**src/hw/mali_pkg.sv**
```systemverilog
// package: constants shared by the multi-axis linear interpolator
package mali_pkg;
  // --------------------------------------------------------------
  // register port
  // --------------------------------------------------------------
  localparam int         DW       = 16;
  localparam int         AW       = 4;
  localparam int         NAX      = 4;
  localparam logic [3:0] A_CMD    = 4'h0;  // write: command_reg
  localparam logic [3:0] A_CFG    = 4'h1;  // write: in-position enables, read select
  localparam logic [3:0] A_ASSIGN = 4'h5;  // write: axis_assign_reg
  localparam logic [3:0] A_DLO    = 4'h6;  // write: data_low_reg
  localparam logic [3:0] A_DHI    = 4'h7;  // write: data_high_reg
  localparam logic [3:0] A_STAT   = 4'h0;  // read: main_status_reg
  localparam logic [3:0] A_ERR    = 4'h2;  // read: axis_error_reg of selected axis
  localparam logic [3:0] A_POSL   = 4'h8;  // read: logical position low half
  localparam logic [3:0] A_POSH   = 4'h9;  // read: logical position high half
  // --------------------------------------------------------------
  // command codes, low byte of command_reg
  // --------------------------------------------------------------
  localparam logic [7:0] C_RANGE  = 8'h00;
  localparam logic [7:0] C_ACCEL  = 8'h02;
  localparam logic [7:0] C_INIT   = 8'h04;
  localparam logic [7:0] C_DRIVE  = 8'h05;
  localparam logic [7:0] C_FINISH = 8'h06;
  localparam logic [7:0] C_LIN2   = 8'h30;
  localparam logic [7:0] C_LIN3   = 8'h31;
  localparam logic [7:0] C_DECEL  = 8'h3B;
  // --------------------------------------------------------------
  // field positions and reset values
  // --------------------------------------------------------------
  localparam int         AS_PRI   = 0;
  localparam int         AS_SEC   = 2;
  localparam int         AS_TER   = 4;
  localparam int         CFG_SEL  = 4;     // cfg bits 5:4 pick the axis read back
  localparam int         ST_DRV   = 0;
  localparam int         ST_ERR   = 4;
  localparam int         ST_INTERP_DRIVING_FLAG  = 8;
  localparam int         E_SLP    = 0;
  localparam int         E_SLM    = 1;
  localparam int         E_HLP    = 2;
  localparam int         E_HLM    = 3;
  localparam logic [5:0] ASSIGN_RST = 6'h00;
  localparam logic [31:0] FIN_MAX = 32'h7FFF_FFFE;  // full span less two lsbs
  localparam logic [31:0] FIN_MIN = 32'h8000_0002;
  // --------------------------------------------------------------
  // timing
  // --------------------------------------------------------------
  localparam int CLK_HZ    = 50_000_000;
  localparam int MAX_PPS   = 4_000_000;
  localparam int CONT_PPS  = 2_000_000;
  localparam int RANGE_REF = 8_000_000;   // range giving multiple 1
  localparam int ACC_UNIT  = 125;
  localparam int MIN_TICK  = (CLK_HZ + MAX_PPS - 1) / MAX_PPS;
  localparam int CONT_TICK = (CLK_HZ + CONT_PPS - 1) / CONT_PPS;
  localparam int RATE_NUM  = RANGE_REF / 1_000_000;
  localparam int RATE_DEN  = CLK_HZ / 1_000_000;
endpackage : mali_pkg

```
**src/hw/mali_rate_if.sv**
```systemverilog
// interface: pulse rate generator control between interpolator and generator
`timescale 1ns/1ps
interface mali_rate_if;
  logic        start;
  logic        halt;
  logic        ramp_en;
  logic [15:0] init_spd;
  logic [15:0] drv_spd;
  logic [15:0] accel;
  logic [31:0] range;
  logic [31:0] remain;
  logic        tick;
  modport ctrl (output start, halt, ramp_en, init_spd, drv_spd, accel, range, remain, input tick);
  modport gen  (input start, halt, ramp_en, init_spd, drv_spd, accel, range, remain, output tick);
endinterface : mali_rate_if

```
**src/hw/mali_rate_gen.sv**
```systemverilog
// module: long-axis pulse rate generator with symmetric ramp
`timescale 1ns/1ps
module mali_rate_gen (
  input wire logic sys_clk,
  input wire logic nrst,
  mali_rate_if.gen rif
);
  localparam logic [3:0]  GAP    = 4'(mali_pkg::MIN_TICK - 1);
  localparam logic [31:0] CLK32  = 32'(mali_pkg::CLK_HZ);

  logic [15:0] cv_r;
  logic [39:0] acc_r;
  logic [31:0] ramp_r;
  logic [31:0] up_r;
  logic [3:0]  gap_r;
  logic        run_r;
  logic        tick_r;

  // --------------------------------------------------------------
  // rate arithmetic
  // --------------------------------------------------------------
  // speed*8/(range*50) ticks per clock equals speed*8e6/range pps
  wire [15:0] spd_w      = rif.ramp_en ? cv_r : rif.drv_spd;
  wire [39:0] acc_sum_w  = acc_r + 40'(spd_w) * 40'(mali_pkg::RATE_NUM);
  wire [39:0] thr_w      = 40'(rif.range) * 40'(mali_pkg::RATE_DEN);
  wire        gap_ok_w   = (gap_r == 4'h0);
  wire        fire_w     = gap_ok_w && (acc_sum_w >= thr_w);
  wire [31:0] ramp_sum_w = ramp_r + 32'(rif.accel) * 32'(mali_pkg::ACC_UNIT);
  wire        ramp_w     = rif.ramp_en && (ramp_sum_w >= CLK32);
  // slow down once the pulses left fit in what the climb used
  wire        decel_w    = (rif.remain <= up_r);
  wire        climb_w    = !decel_w && (cv_r < rif.drv_spd);

  assign rif.tick = tick_r;

  // --------------------------------------------------------------
  // generator state
  // --------------------------------------------------------------
  // the gap counter caps the rate; excess phase is held, not lost
  always_ff @(posedge sys_clk)
  begin
    if (!nrst)
    begin
      run_r  <= 1'b0;
      tick_r <= 1'b0;
      cv_r   <= 16'h0000;
      acc_r  <= 40'h00_0000_0000;
      ramp_r <= 32'h0000_0000;
      up_r   <= 32'h0000_0000;
      gap_r  <= 4'h0;
    end
    else if (rif.start)
    begin
      run_r  <= 1'b1;
      tick_r <= 1'b0;
      cv_r   <= rif.init_spd;
      acc_r  <= 40'h00_0000_0000;
      ramp_r <= 32'h0000_0000;
      up_r   <= 32'h0000_0000;
      gap_r  <= 4'h0;
    end
    else if (rif.halt || !run_r)
    begin
      run_r  <= 1'b0;
      tick_r <= 1'b0;
    end
    else
    begin
      tick_r <= fire_w;
      acc_r  <= !gap_ok_w ? acc_r : (fire_w ? acc_sum_w - thr_w : acc_sum_w);
      gap_r  <= fire_w ? GAP : (gap_ok_w ? 4'h0 : gap_r - 4'h1);
      ramp_r <= ramp_w ? ramp_sum_w - CLK32 : (rif.ramp_en ? ramp_sum_w : 32'h0000_0000);
      if (ramp_w && decel_w && (cv_r > rif.init_spd))
        cv_r <= cv_r - 16'h0001;
      else if (ramp_w && climb_w)
        cv_r <= cv_r + 16'h0001;
      if (fire_w && climb_w)
        up_r <= up_r + 32'h0000_0001;
    end
  end
endmodule : mali_rate_gen

```
**src/hw/mali_top.sv**
```systemverilog
// module: multi-axis linear interpolator, register port and axis pulse logic
// Functional notes
// - linear on two or three of four axes
// - assign fields: primary, secondary, tertiary, 2 bits
// - each field holds the physical axis number
// - speed comes from primary axis parameters
// - any selected axis may be the longest
// - code 30h starts two-axis linear drive
// - code 31h three-axis; 3Bh enables ramp
// - data halves, axis bitmap, 06h loads finish
// - 00h,02h,04h,05h load speed parameters per axis
// - status bit 8 high while interpolating
// - driving bit set for each participating axis
// - output rate capped at 4 MPPS
// - limits of participating axes stop the drive
// - error stop sets status and error register
// - either-direction limit stops the drive
// - busy ends after pulses and in-position
// - finish counts signed, relative to position
// - path within half an lsb
// - long axis even, short axes follow ratio
// - finish clamped to signed 32 less 2lsb
// - logical position tracks every output pulse
//
// The placing of the registers and the strobed register port are this design's own decisions.
`timescale 1ns/1ps
module mali_top (
  input  wire logic                     sys_clk,
  input  wire logic                     nrst,
  input  wire logic [mali_pkg::AW-1:0]  reg_addr,
  input  wire logic [mali_pkg::DW-1:0]  reg_wdata,
  input  wire logic                     reg_wr,
  input  wire logic                     reg_rd,
  output logic      [mali_pkg::DW-1:0]  reg_rdata,
  input  wire logic [mali_pkg::NAX-1:0] hw_limit_p_n,
  input  wire logic [mali_pkg::NAX-1:0] hw_limit_m_n,
  input  wire logic [mali_pkg::NAX-1:0] soft_limit_p,
  input  wire logic [mali_pkg::NAX-1:0] soft_limit_m,
  input  wire logic [mali_pkg::NAX-1:0] servo_inposition_in,
  output logic      [mali_pkg::NAX-1:0] pulse_p,
  output logic      [mali_pkg::NAX-1:0] pulse_m,
  output logic                          interp_driving_flag,
  output logic      [mali_pkg::NAX-1:0] axis_driving_flag
);
  localparam int N = mali_pkg::NAX;

  typedef enum logic [2:0] {
    MALI_IDLE  = 3'b001,
    MALI_RUN   = 3'b010,
    MALI_INPOS = 3'b100
  } mali_state_t;

  mali_state_t state_r;
  mali_state_t state_nxt;
  mali_rate_if rif ();

  // host-written registers
  logic [15:0] dlo_r;
  logic [15:0] dhi_r;
  logic [5:0]  assign_r;
  logic [5:0]  cfg_r;
  logic        ramp_en_r;

  // motion state
  logic [N-1:0] part_r;
  logic [31:0] long_r;
  logic [31:0] step_cnt_r;
  logic [31:0] long_w;

  // pin synchroniser and read data
  logic [3*N-1:0] sy1_r;
  logic [3*N-1:0] sy2_r;
  logic [15:0] rdata_r;

  // per-axis storage
  logic [31:0] range_r [N];
  logic [15:0] accel_r [N];
  logic [15:0] init_r  [N];
  logic [15:0] drive_r [N];
  logic [31:0] fin_r   [N];
  logic [31:0] abs_r   [N];
  logic [31:0] abs_w   [N];
  logic [31:0] err_r   [N];
  logic [31:0] pos_r   [N];
  logic [3:0]  aerr_r  [N];

  // per-axis decode
  logic [N-1:0] neg_r;
  logic [N-1:0] step_w;
  logic [N-1:0] lim_w;
  logic [N-1:0] pp_r;
  logic [N-1:0] pm_r;

  // --------------------------------------------------------------
  // command decode
  // --------------------------------------------------------------
  wire        wr_cmd_w  = reg_wr && (reg_addr == mali_pkg::A_CMD);
  wire [7:0]  code_w    = reg_wdata[7:0];
  wire [N-1:0] map_w    = reg_wdata[8 +: N];
  wire [31:0] data_w    = {dhi_r, dlo_r};
  wire        idle_w    = (state_r == MALI_IDLE);
  wire        run_w     = (state_r == MALI_RUN);
  // circular and bit-pattern codes are decoded as no-ops here
  wire        lin2_w    = wr_cmd_w && (code_w == mali_pkg::C_LIN2);
  wire        lin3_w    = wr_cmd_w && (code_w == mali_pkg::C_LIN3);
  wire        start_w   = idle_w && (lin2_w || lin3_w);

  // axis fields carry physical axis numbers
  wire [1:0]  pri_w     = assign_r[mali_pkg::AS_PRI +: 2];
  wire [1:0]  sec_w     = assign_r[mali_pkg::AS_SEC +: 2];
  wire [1:0]  ter_w     = assign_r[mali_pkg::AS_TER +: 2];
  wire [N-1:0] sel2_w   = (N'(1) << pri_w) | (N'(1) << sec_w);
  wire [N-1:0] sel_w    = lin3_w ? (sel2_w | (N'(1) << ter_w)) : sel2_w;

  // --------------------------------------------------------------
  // synchronised pins and stop conditions
  // --------------------------------------------------------------
  wire [N-1:0] hlp_w    = ~sy2_r[0 +: N];
  wire [N-1:0] hlm_w    = ~sy2_r[N +: N];
  wire [N-1:0] inp_w    = sy2_r[2*N +: N];
  wire        lim_hit_w = run_w && |(part_r & lim_w);
  wire [N-1:0] inpos_en_w = cfg_r[N-1:0];
  wire        inpos_ok_w = ((part_r & inpos_en_w & ~inp_w) == '0);
  wire        done_w    = (step_cnt_r == long_r);
  wire        tick_ok_w = run_w && rif.tick && !done_w && !lim_hit_w;

  // --------------------------------------------------------------
  // rate generator hookup, speed parameters from the primary axis, remain from the long-axis count
  // --------------------------------------------------------------
  assign rif.start    = start_w;
  assign rif.halt     = !run_w;
  assign rif.ramp_en  = ramp_en_r;
  assign rif.init_spd = init_r[pri_w];
  assign rif.drv_spd  = drive_r[pri_w];
  assign rif.accel    = accel_r[pri_w];
  assign rif.range    = range_r[pri_w];
  assign rif.remain   = long_r - step_cnt_r;

  // pulse spacing never drops below the 4 MPPS period
  mali_rate_gen u_rate (
    .sys_clk (sys_clk),
    .nrst    (nrst),
    .rif     (rif.gen)
  );

  // longest selected distance drives the step count
  always_comb
  begin
    long_w = 32'h0000_0000;
    for (int k = 0; k < N; k++)
      if (sel_w[k] && (abs_w[k] > long_w))
        long_w = abs_w[k];
  end

  // --------------------------------------------------------------
  // status and read back
  // --------------------------------------------------------------
  logic [N-1:0] err_any_w;
  wire  [1:0]   rsel_w = cfg_r[mali_pkg::CFG_SEL +: 2];
  wire  [15:0]  stat_w = {7'h00, !idle_w, err_any_w, axis_driving_flag};
  wire  [15:0]  rmux_w = (reg_addr == mali_pkg::A_STAT) ? stat_w :
                         (reg_addr == mali_pkg::A_ERR)  ? {12'h000, aerr_r[rsel_w]} :
                         (reg_addr == mali_pkg::A_POSL) ? pos_r[rsel_w][15:0] :
                         (reg_addr == mali_pkg::A_POSH) ? pos_r[rsel_w][31:16] : 16'h0000;

  assign interp_driving_flag = !idle_w;
  assign axis_driving_flag   = idle_w ? '0 : part_r;
  assign reg_rdata           = rdata_r;
  assign pulse_p             = pp_r;
  assign pulse_m             = pm_r;

  // read data only in the cycle after the strobe
  always_ff @(posedge sys_clk)
  begin
    if (!nrst)
      rdata_r <= 16'h0000;
    else
      rdata_r <= reg_rd ? rmux_w : 16'h0000;
  end

  // --------------------------------------------------------------
  // control registers
  // --------------------------------------------------------------
  // the ramp flag persists until reset; linear starts honour it
  always_ff @(posedge sys_clk)
  begin
    if (!nrst)
    begin
      dlo_r     <= 16'h0000;
      dhi_r     <= 16'h0000;
      assign_r  <= mali_pkg::ASSIGN_RST;
      cfg_r     <= 6'h00;
      ramp_en_r <= 1'b0;
    end
    else if (reg_wr)
    begin
      if (reg_addr == mali_pkg::A_DLO)
        dlo_r <= reg_wdata;
      if (reg_addr == mali_pkg::A_DHI)
        dhi_r <= reg_wdata;
      if (reg_addr == mali_pkg::A_ASSIGN)
        assign_r <= reg_wdata[5:0];
      if (reg_addr == mali_pkg::A_CFG)
        cfg_r <= reg_wdata[5:0];
      if (wr_cmd_w && (code_w == mali_pkg::C_DECEL))
        ramp_en_r <= 1'b1;
    end
  end

  // two-flop synchroniser for limit and in-position pins
  always_ff @(posedge sys_clk)
  begin
    if (!nrst)
    begin
      sy1_r <= '0;
      sy2_r <= '0;
    end
    else
    begin
      sy1_r <= {servo_inposition_in, hw_limit_m_n, hw_limit_p_n};
      sy2_r <= sy1_r;
    end
  end

  // --------------------------------------------------------------
  // sequencer
  // --------------------------------------------------------------
  always_comb
  begin
    case (state_r)
      MALI_IDLE:  state_nxt = start_w ? MALI_RUN : MALI_IDLE;
      MALI_RUN:   state_nxt = lim_hit_w ? MALI_IDLE : (done_w ? MALI_INPOS : MALI_RUN);
      MALI_INPOS: state_nxt = inpos_ok_w ? MALI_IDLE : MALI_INPOS;
      default:    state_nxt = MALI_IDLE;
    endcase
  end

  always_ff @(posedge sys_clk)
  begin
    if (!nrst)
    begin
      state_r    <= MALI_IDLE;
      part_r     <= '0;
      long_r     <= 32'h0000_0000;
      step_cnt_r <= 32'h0000_0000;
    end
    else
    begin
      state_r <= state_nxt;
      if (start_w)
      begin
        part_r     <= sel_w;
        long_r     <= long_w;
        step_cnt_r <= 32'h0000_0000;
      end
      else if (tick_ok_w)
        step_cnt_r <= step_cnt_r + 32'h0000_0001;
    end
  end

  // --------------------------------------------------------------
  // per-axis parameters, interpolation and position
  // --------------------------------------------------------------
  for (genvar i = 0; i < N; i++)
  begin : g_ax
    wire        load_w = wr_cmd_w && map_w[i];
    wire [31:0] sum_w  = err_r[i] + abs_r[i];
    wire        pneg_w = fin_r[i][31];
    // clamp keeps the magnitude within 31 bits
    wire [31:0] clip_w = ($signed(data_w) > $signed(mali_pkg::FIN_MAX)) ? mali_pkg::FIN_MAX :
                         ($signed(data_w) < $signed(mali_pkg::FIN_MIN)) ? mali_pkg::FIN_MIN : data_w;

    assign abs_w[i]  = pneg_w ? (32'h0000_0000 - fin_r[i]) : fin_r[i];
    // short axes step when the accumulated ratio crosses long
    assign step_w[i] = part_r[i] && tick_ok_w && (sum_w >= long_r);
    assign lim_w[i]  = hlp_w[i] | hlm_w[i] | soft_limit_p[i] | soft_limit_m[i];
    assign err_any_w[i] = |aerr_r[i];

    // parameter loads by command and axis bitmap
    always_ff @(posedge sys_clk)
    begin
      if (!nrst)
      begin
        range_r[i] <= 32'h0000_0000;
        accel_r[i] <= 16'h0000;
        init_r[i]  <= 16'h0000;
        drive_r[i] <= 16'h0000;
        fin_r[i]   <= 32'h0000_0000;
      end
      else if (load_w)
      begin
        case (code_w)
          mali_pkg::C_RANGE:  range_r[i] <= data_w;
          mali_pkg::C_ACCEL:  accel_r[i] <= dlo_r;
          mali_pkg::C_INIT:   init_r[i]  <= dlo_r;
          mali_pkg::C_DRIVE:  drive_r[i] <= dlo_r;
          mali_pkg::C_FINISH: fin_r[i]   <= clip_w;
          default:            fin_r[i]   <= fin_r[i];
        endcase
      end
    end

    // error seeded at half of long bounds deviation to half an lsb
    always_ff @(posedge sys_clk)
    begin
      if (!nrst)
      begin
        err_r[i] <= 32'h0000_0000;
        abs_r[i] <= 32'h0000_0000;
        neg_r[i] <= 1'b0;
      end
      else if (start_w)
      begin
        err_r[i] <= long_w >> 1;
        abs_r[i] <= abs_w[i];
        neg_r[i] <= pneg_w;
      end
      else if (tick_ok_w)
        err_r[i] <= step_w[i] ? sum_w - long_r : sum_w;
    end

    // pulses and logical position; set beats the start clear
    always_ff @(posedge sys_clk)
    begin
      if (!nrst)
      begin
        pp_r[i]   <= 1'b0;
        pm_r[i]   <= 1'b0;
        pos_r[i]  <= 32'h0000_0000;
        aerr_r[i] <= 4'h0;
      end
      else
      begin
        pp_r[i] <= step_w[i] && !neg_r[i];
        pm_r[i] <= step_w[i] && neg_r[i];
        if (step_w[i])
          pos_r[i] <= neg_r[i] ? pos_r[i] - 32'h0000_0001 : pos_r[i] + 32'h0000_0001;
        aerr_r[i] <= (start_w ? 4'h0 : aerr_r[i]) |
                     ({hlm_w[i], hlp_w[i], soft_limit_m[i], soft_limit_p[i]} & {4{run_w && part_r[i]}});
      end
    end
  end
endmodule : mali_top

```
**config.mk**
```make
export PLATFORM = sky130hd
export DESIGN_NAME = mali_top
export DESIGN_NICKNAME = d
export VERILOG_FILES = /design/src/hw/mali_pkg.sv /design/src/hw/mali_rate_if.sv /design/src/hw/mali_rate_gen.sv /design/src/hw/mali_top.sv
export SDC_FILE = /design/constraint.sdc
export NUM_CORES = 2
export LEC_CHECK = 0
export ABC_AREA = 0
export ABC_CLOCK_PERIOD_IN_PS = 12400
export BUFFER_PORTS_ARGS = -buffer_cell sky130_fd_sc_hd__buf_2
export CAP_MARGIN = 25
export CORE_MARGIN = 2
export CORE_UTILIZATION = 59
export DETAILED_ROUTE_END_ITERATION = 7
export MAX_ROUTING_LAYER = met4
export PLACE_DENSITY_LB_ADDON = 0.15
export SLEW_MARGIN = 20
export SYNTH_ARGS = -nofsm -noshare
export SYNTH_HDL_FRONTEND = slang
export SYNTH_SLANG_ARGS = --single-unit
export TNS_END_PERCENT = 5
```
**constraint.sdc**
```tcl
create_clock -name sys_clk -period 12.4 [get_ports sys_clk]
set_input_delay 2.48 -clock sys_clk [delete_from_list [all_inputs] [get_ports sys_clk]]
set_output_delay 2.48 -clock sys_clk [all_outputs]
set_load 0.01 [all_outputs]
```
==> qor.txt <==
YS warnings: 0
Post-Syn Nets: 9528
Drt initial violations: 6839
Endpoint type of the worst setup path: register
Met1 GRT Util: 47.6%
Initial Util: 59.5%
Core area: 140000 um2
Sw Pwr: 3.38 mW
Synth cell types: 93
Hold buffers post-CTS: 0
Synth top area share: 30.1%
Switching Share: 30.9%
Vias per inst: 6.31
Gr usage total: 37.2%
Max stage delay on crit path: 0.51 ns
Max Fclk: 0.0860 GHz
Most frequent cells in the layout: nor2_1 (856), edfxtp_1 (832), ha_1 (796)
Largest net degree at the start of global routing: 97
Area Growth Syn to Fin: 9.65%
Sequential element share of the synthesized area: 37.6%
Post-DP HPWL: 199000 um
RSZ-0062 raised after global routing: no
Leakage: 37.8 nW
Antenna Violating Nets Remaining: 0
CTS tree: yes
Final wirelength: 261000 um
Slowest CP cell: o31a_1
Post-synth EDFFs: 832
Crit path time final: 11.63 ns
First-pass GRT wire length: 392000 um
Busiest layer in global routing: met2
Grt total ovfl: 0
Global-route track usage on met3: 6.85%
Clk_skew: 0.0427 ns
Design Area, Final: 91200 um2
CTS buffer count: 137
Clock Tree Buf Depth: 3
Crit-path max FO: 31
Final Slew Violations: 0
Hold Crit Class: register to register
Placed cell area: 86400 um2
Ys async rst share: 0%
GR Layer Usage met2: 55.9%
Clock sink count: 1145
Wirelength per Cell: 24.5 um
Clk root buf: clkbuf_16
Clk pwr share: 38.2%
Status: finished clean
Slew @ Worst Pin: 1.19 ns
Final net count: 9619
CP arrival: 12.11 ns
Worst Setup Path Type: primary input to register
Hold Violations, Final: 0
Synth Cell Area: 83100 um2
Port Buffers: 72
Critical path required time: 12.88 ns
Crit share post-route: 93.8%
Commonest register cell after synthesis: edfxtp_1
Placer Congestion: 1.02
Slew HR: 19.9%
Logic pwr share: 22.8%
Initial antenna violation count: 10
Ratio of cells with drive above 1 in the final layout: 8.37%
H-tree levels: 4
Placement Setup Slack: -0.0404 ns
Syn Area/Cell: 9.70 um2
Maxcap violations: 0
Vias: 67335
Clk_lat worst skew: 0.81 ns
Drc violations: 0
Die area: 144000 um2
Setup TNS: 0 ns
Crit start category: primary input
Core Rows: 137
Post-synth top area cell: edfxtp_1
Number of global-route vias before repair: 64075
Setup ws final: 0.772 ns
Ranking of synthesized cells by area: edfxtp_1 (30%), ha_1 (12%), dfxtp_1 (7.5%), xnor2_1 (4.6%), nor2_1 (3.9%)
Die width: 379 um
Count of state elements after synthesis: 1145
Syn Inst Count: 8570
Most common cell after layout, fill and taps aside: nor2_1
WHS: 0.431 ns
Clock transition at the registers of the reported paths: 0.06 ns
Internal: 7.57 mW
Top cell by count, worst path: buf_4
Pwr per Cell Area: 120 nW/um2
Reg power frac: 39.0%
Die Y: 379 um
Num ports: 73
Worst vdd ir: 0.000112 V
Final setup violation count: 0
Drt pass-1 iters: 6
[repair_timing]
action,in CTS,in global routing
setup buffers,0,4
endpoints found under the setup margin,0,122
resized for setup,0,5
[power by group through the flow]
stage,Clock [mW],Sequential (mW),Combinational [mW]
global placement,0,4.35,2.38
finish,4.19,4.27,2.49
floorplan,0,4.32,1.80
detailed placement,0,4.35,2.42
global route,4.37,4.28,2.73
CTS,4.22,4.27,2.44
[logic make-up after synthesis]
kind of cell | count (synthesis) | synth area share (%)
xor gates and xnor gates | 671 | 7.07
AOI/OAI and AO/OA | 2021 | 15.5
muxes | 288 | 5.24
and+or+nand+nor | 2666 | 15.8
adders and majority gates | 914 | 14.8
DFF | 1145 | 37.6
buffers and inverters | 865 | 3.94
[stage by stage]
| stage | util (%) | std cells | total power [mW] |
|---|---|---|---|
| after global placement | 61.8 | 10375 | 6.73 |
| after floorplan | - | 8570 | 6.12 |
| after detailed placement | 61.8 | 10388 | 6.77 |
| final | 65.3 | 10663 | 11.0 |
| after CTS | 65.2 | 10643 | 10.9 |
| after global routing | 65.2 | 10657 | 11.4 |
[sequential cells by signal (all words and copies together) (netlist names), 64 cells and up, named ones only]
name / cells
abs_r: 128
fin_r: 128
drive_r: 64
accel_r: 64
range_r: 128
err_r: 128
init_r: 64
pos_r: 128
[critical path: cells and delay by family]
kind / cells / cell delay (ns)
AOI/OAI and AO/OA: 18 / 3.71
adders and majority gates: 3 / 0.70
buffers and inverters: 11 / 1.78
muxes: 2 / 0.60
and+or+nand+nor: 10 / 2.79
[Yosys cell counts (all sizes together) (14+ instances only)]
| master | number |
|---|---|
| nor2 | 866 |
| nand2b | 111 |
| a211oi | 75 |
| a21boi | 24 |
| xor2 | 238 |
| nand4 | 114 |
| and2 | 426 |
| a221oi | 14 |
| edfxtp | 832 |
| fa | 118 |
| a41oi | 19 |
| o21bai | 81 |
| a31oi | 47 |
| o41ai | 31 |
| inv | 545 |
| nand3 | 141 |
| nand2 | 445 |
| buf | 27 |
| a21o | 277 |
| or4 | 25 |
| ha | 796 |
| o21a | 86 |
| nor3 | 172 |
| or3 | 73 |
| o22ai | 19 |
| nor4 | 54 |
| mux2 | 16 |
| o31a | 18 |
| clkbuf | 293 |
| a22oi | 70 |
| and3 | 59 |
| nor2b | 87 |
| dfxtp | 313 |
| mux2i | 156 |
| mux4 | 116 |
| xnor2 | 433 |
| o31ai | 59 |
| o211ai | 37 |
| a21oi | 542 |
| nor3b | 17 |
| a2111oi | 23 |
| o21ai | 498 |
| or2 | 38 |
[path summary, 6_finish.rpt]
kind	start	cells after the start	slack, ns	to
worst max-delay path	reg_addr[0]	44	0.77	err_r[0][4]
worst min-delay path	sy1_r[11]	1	0.43	sy2_r[11]
worst max register to register	fin_r[0][6]	46	0.91	err_r[0][4]
worst min register to register	sy1_r[11]	1	0.43	sy2_r[11]
[final cells by class]
| type | instances | area, um2 |
|---|---|---|
| clock buffer | 184 | 3800 |
| multi-input combinational | 6560 | 48900 |
| sequential | 1145 | 31300 |
| inverter | 545 | 2050 |
| fill | 11231 | 48500 |
| clock inverter | 71 | 851 |
| tap | 1876 | 2350 |
| timing repair buffer | 272 | 1960 |
| antenna | 10 | 25.0 |
[per-layer routing]
layer | wire length [um] | up-vias
met4 | 16400 | 0
met1 | 107000 | 32631
met3 | 21300 | 647
met2 | 116000 | 2779
met5 | 0 | -
li1 | - | 31278
No activity file was read; power rests on OpenSTA's default activity.
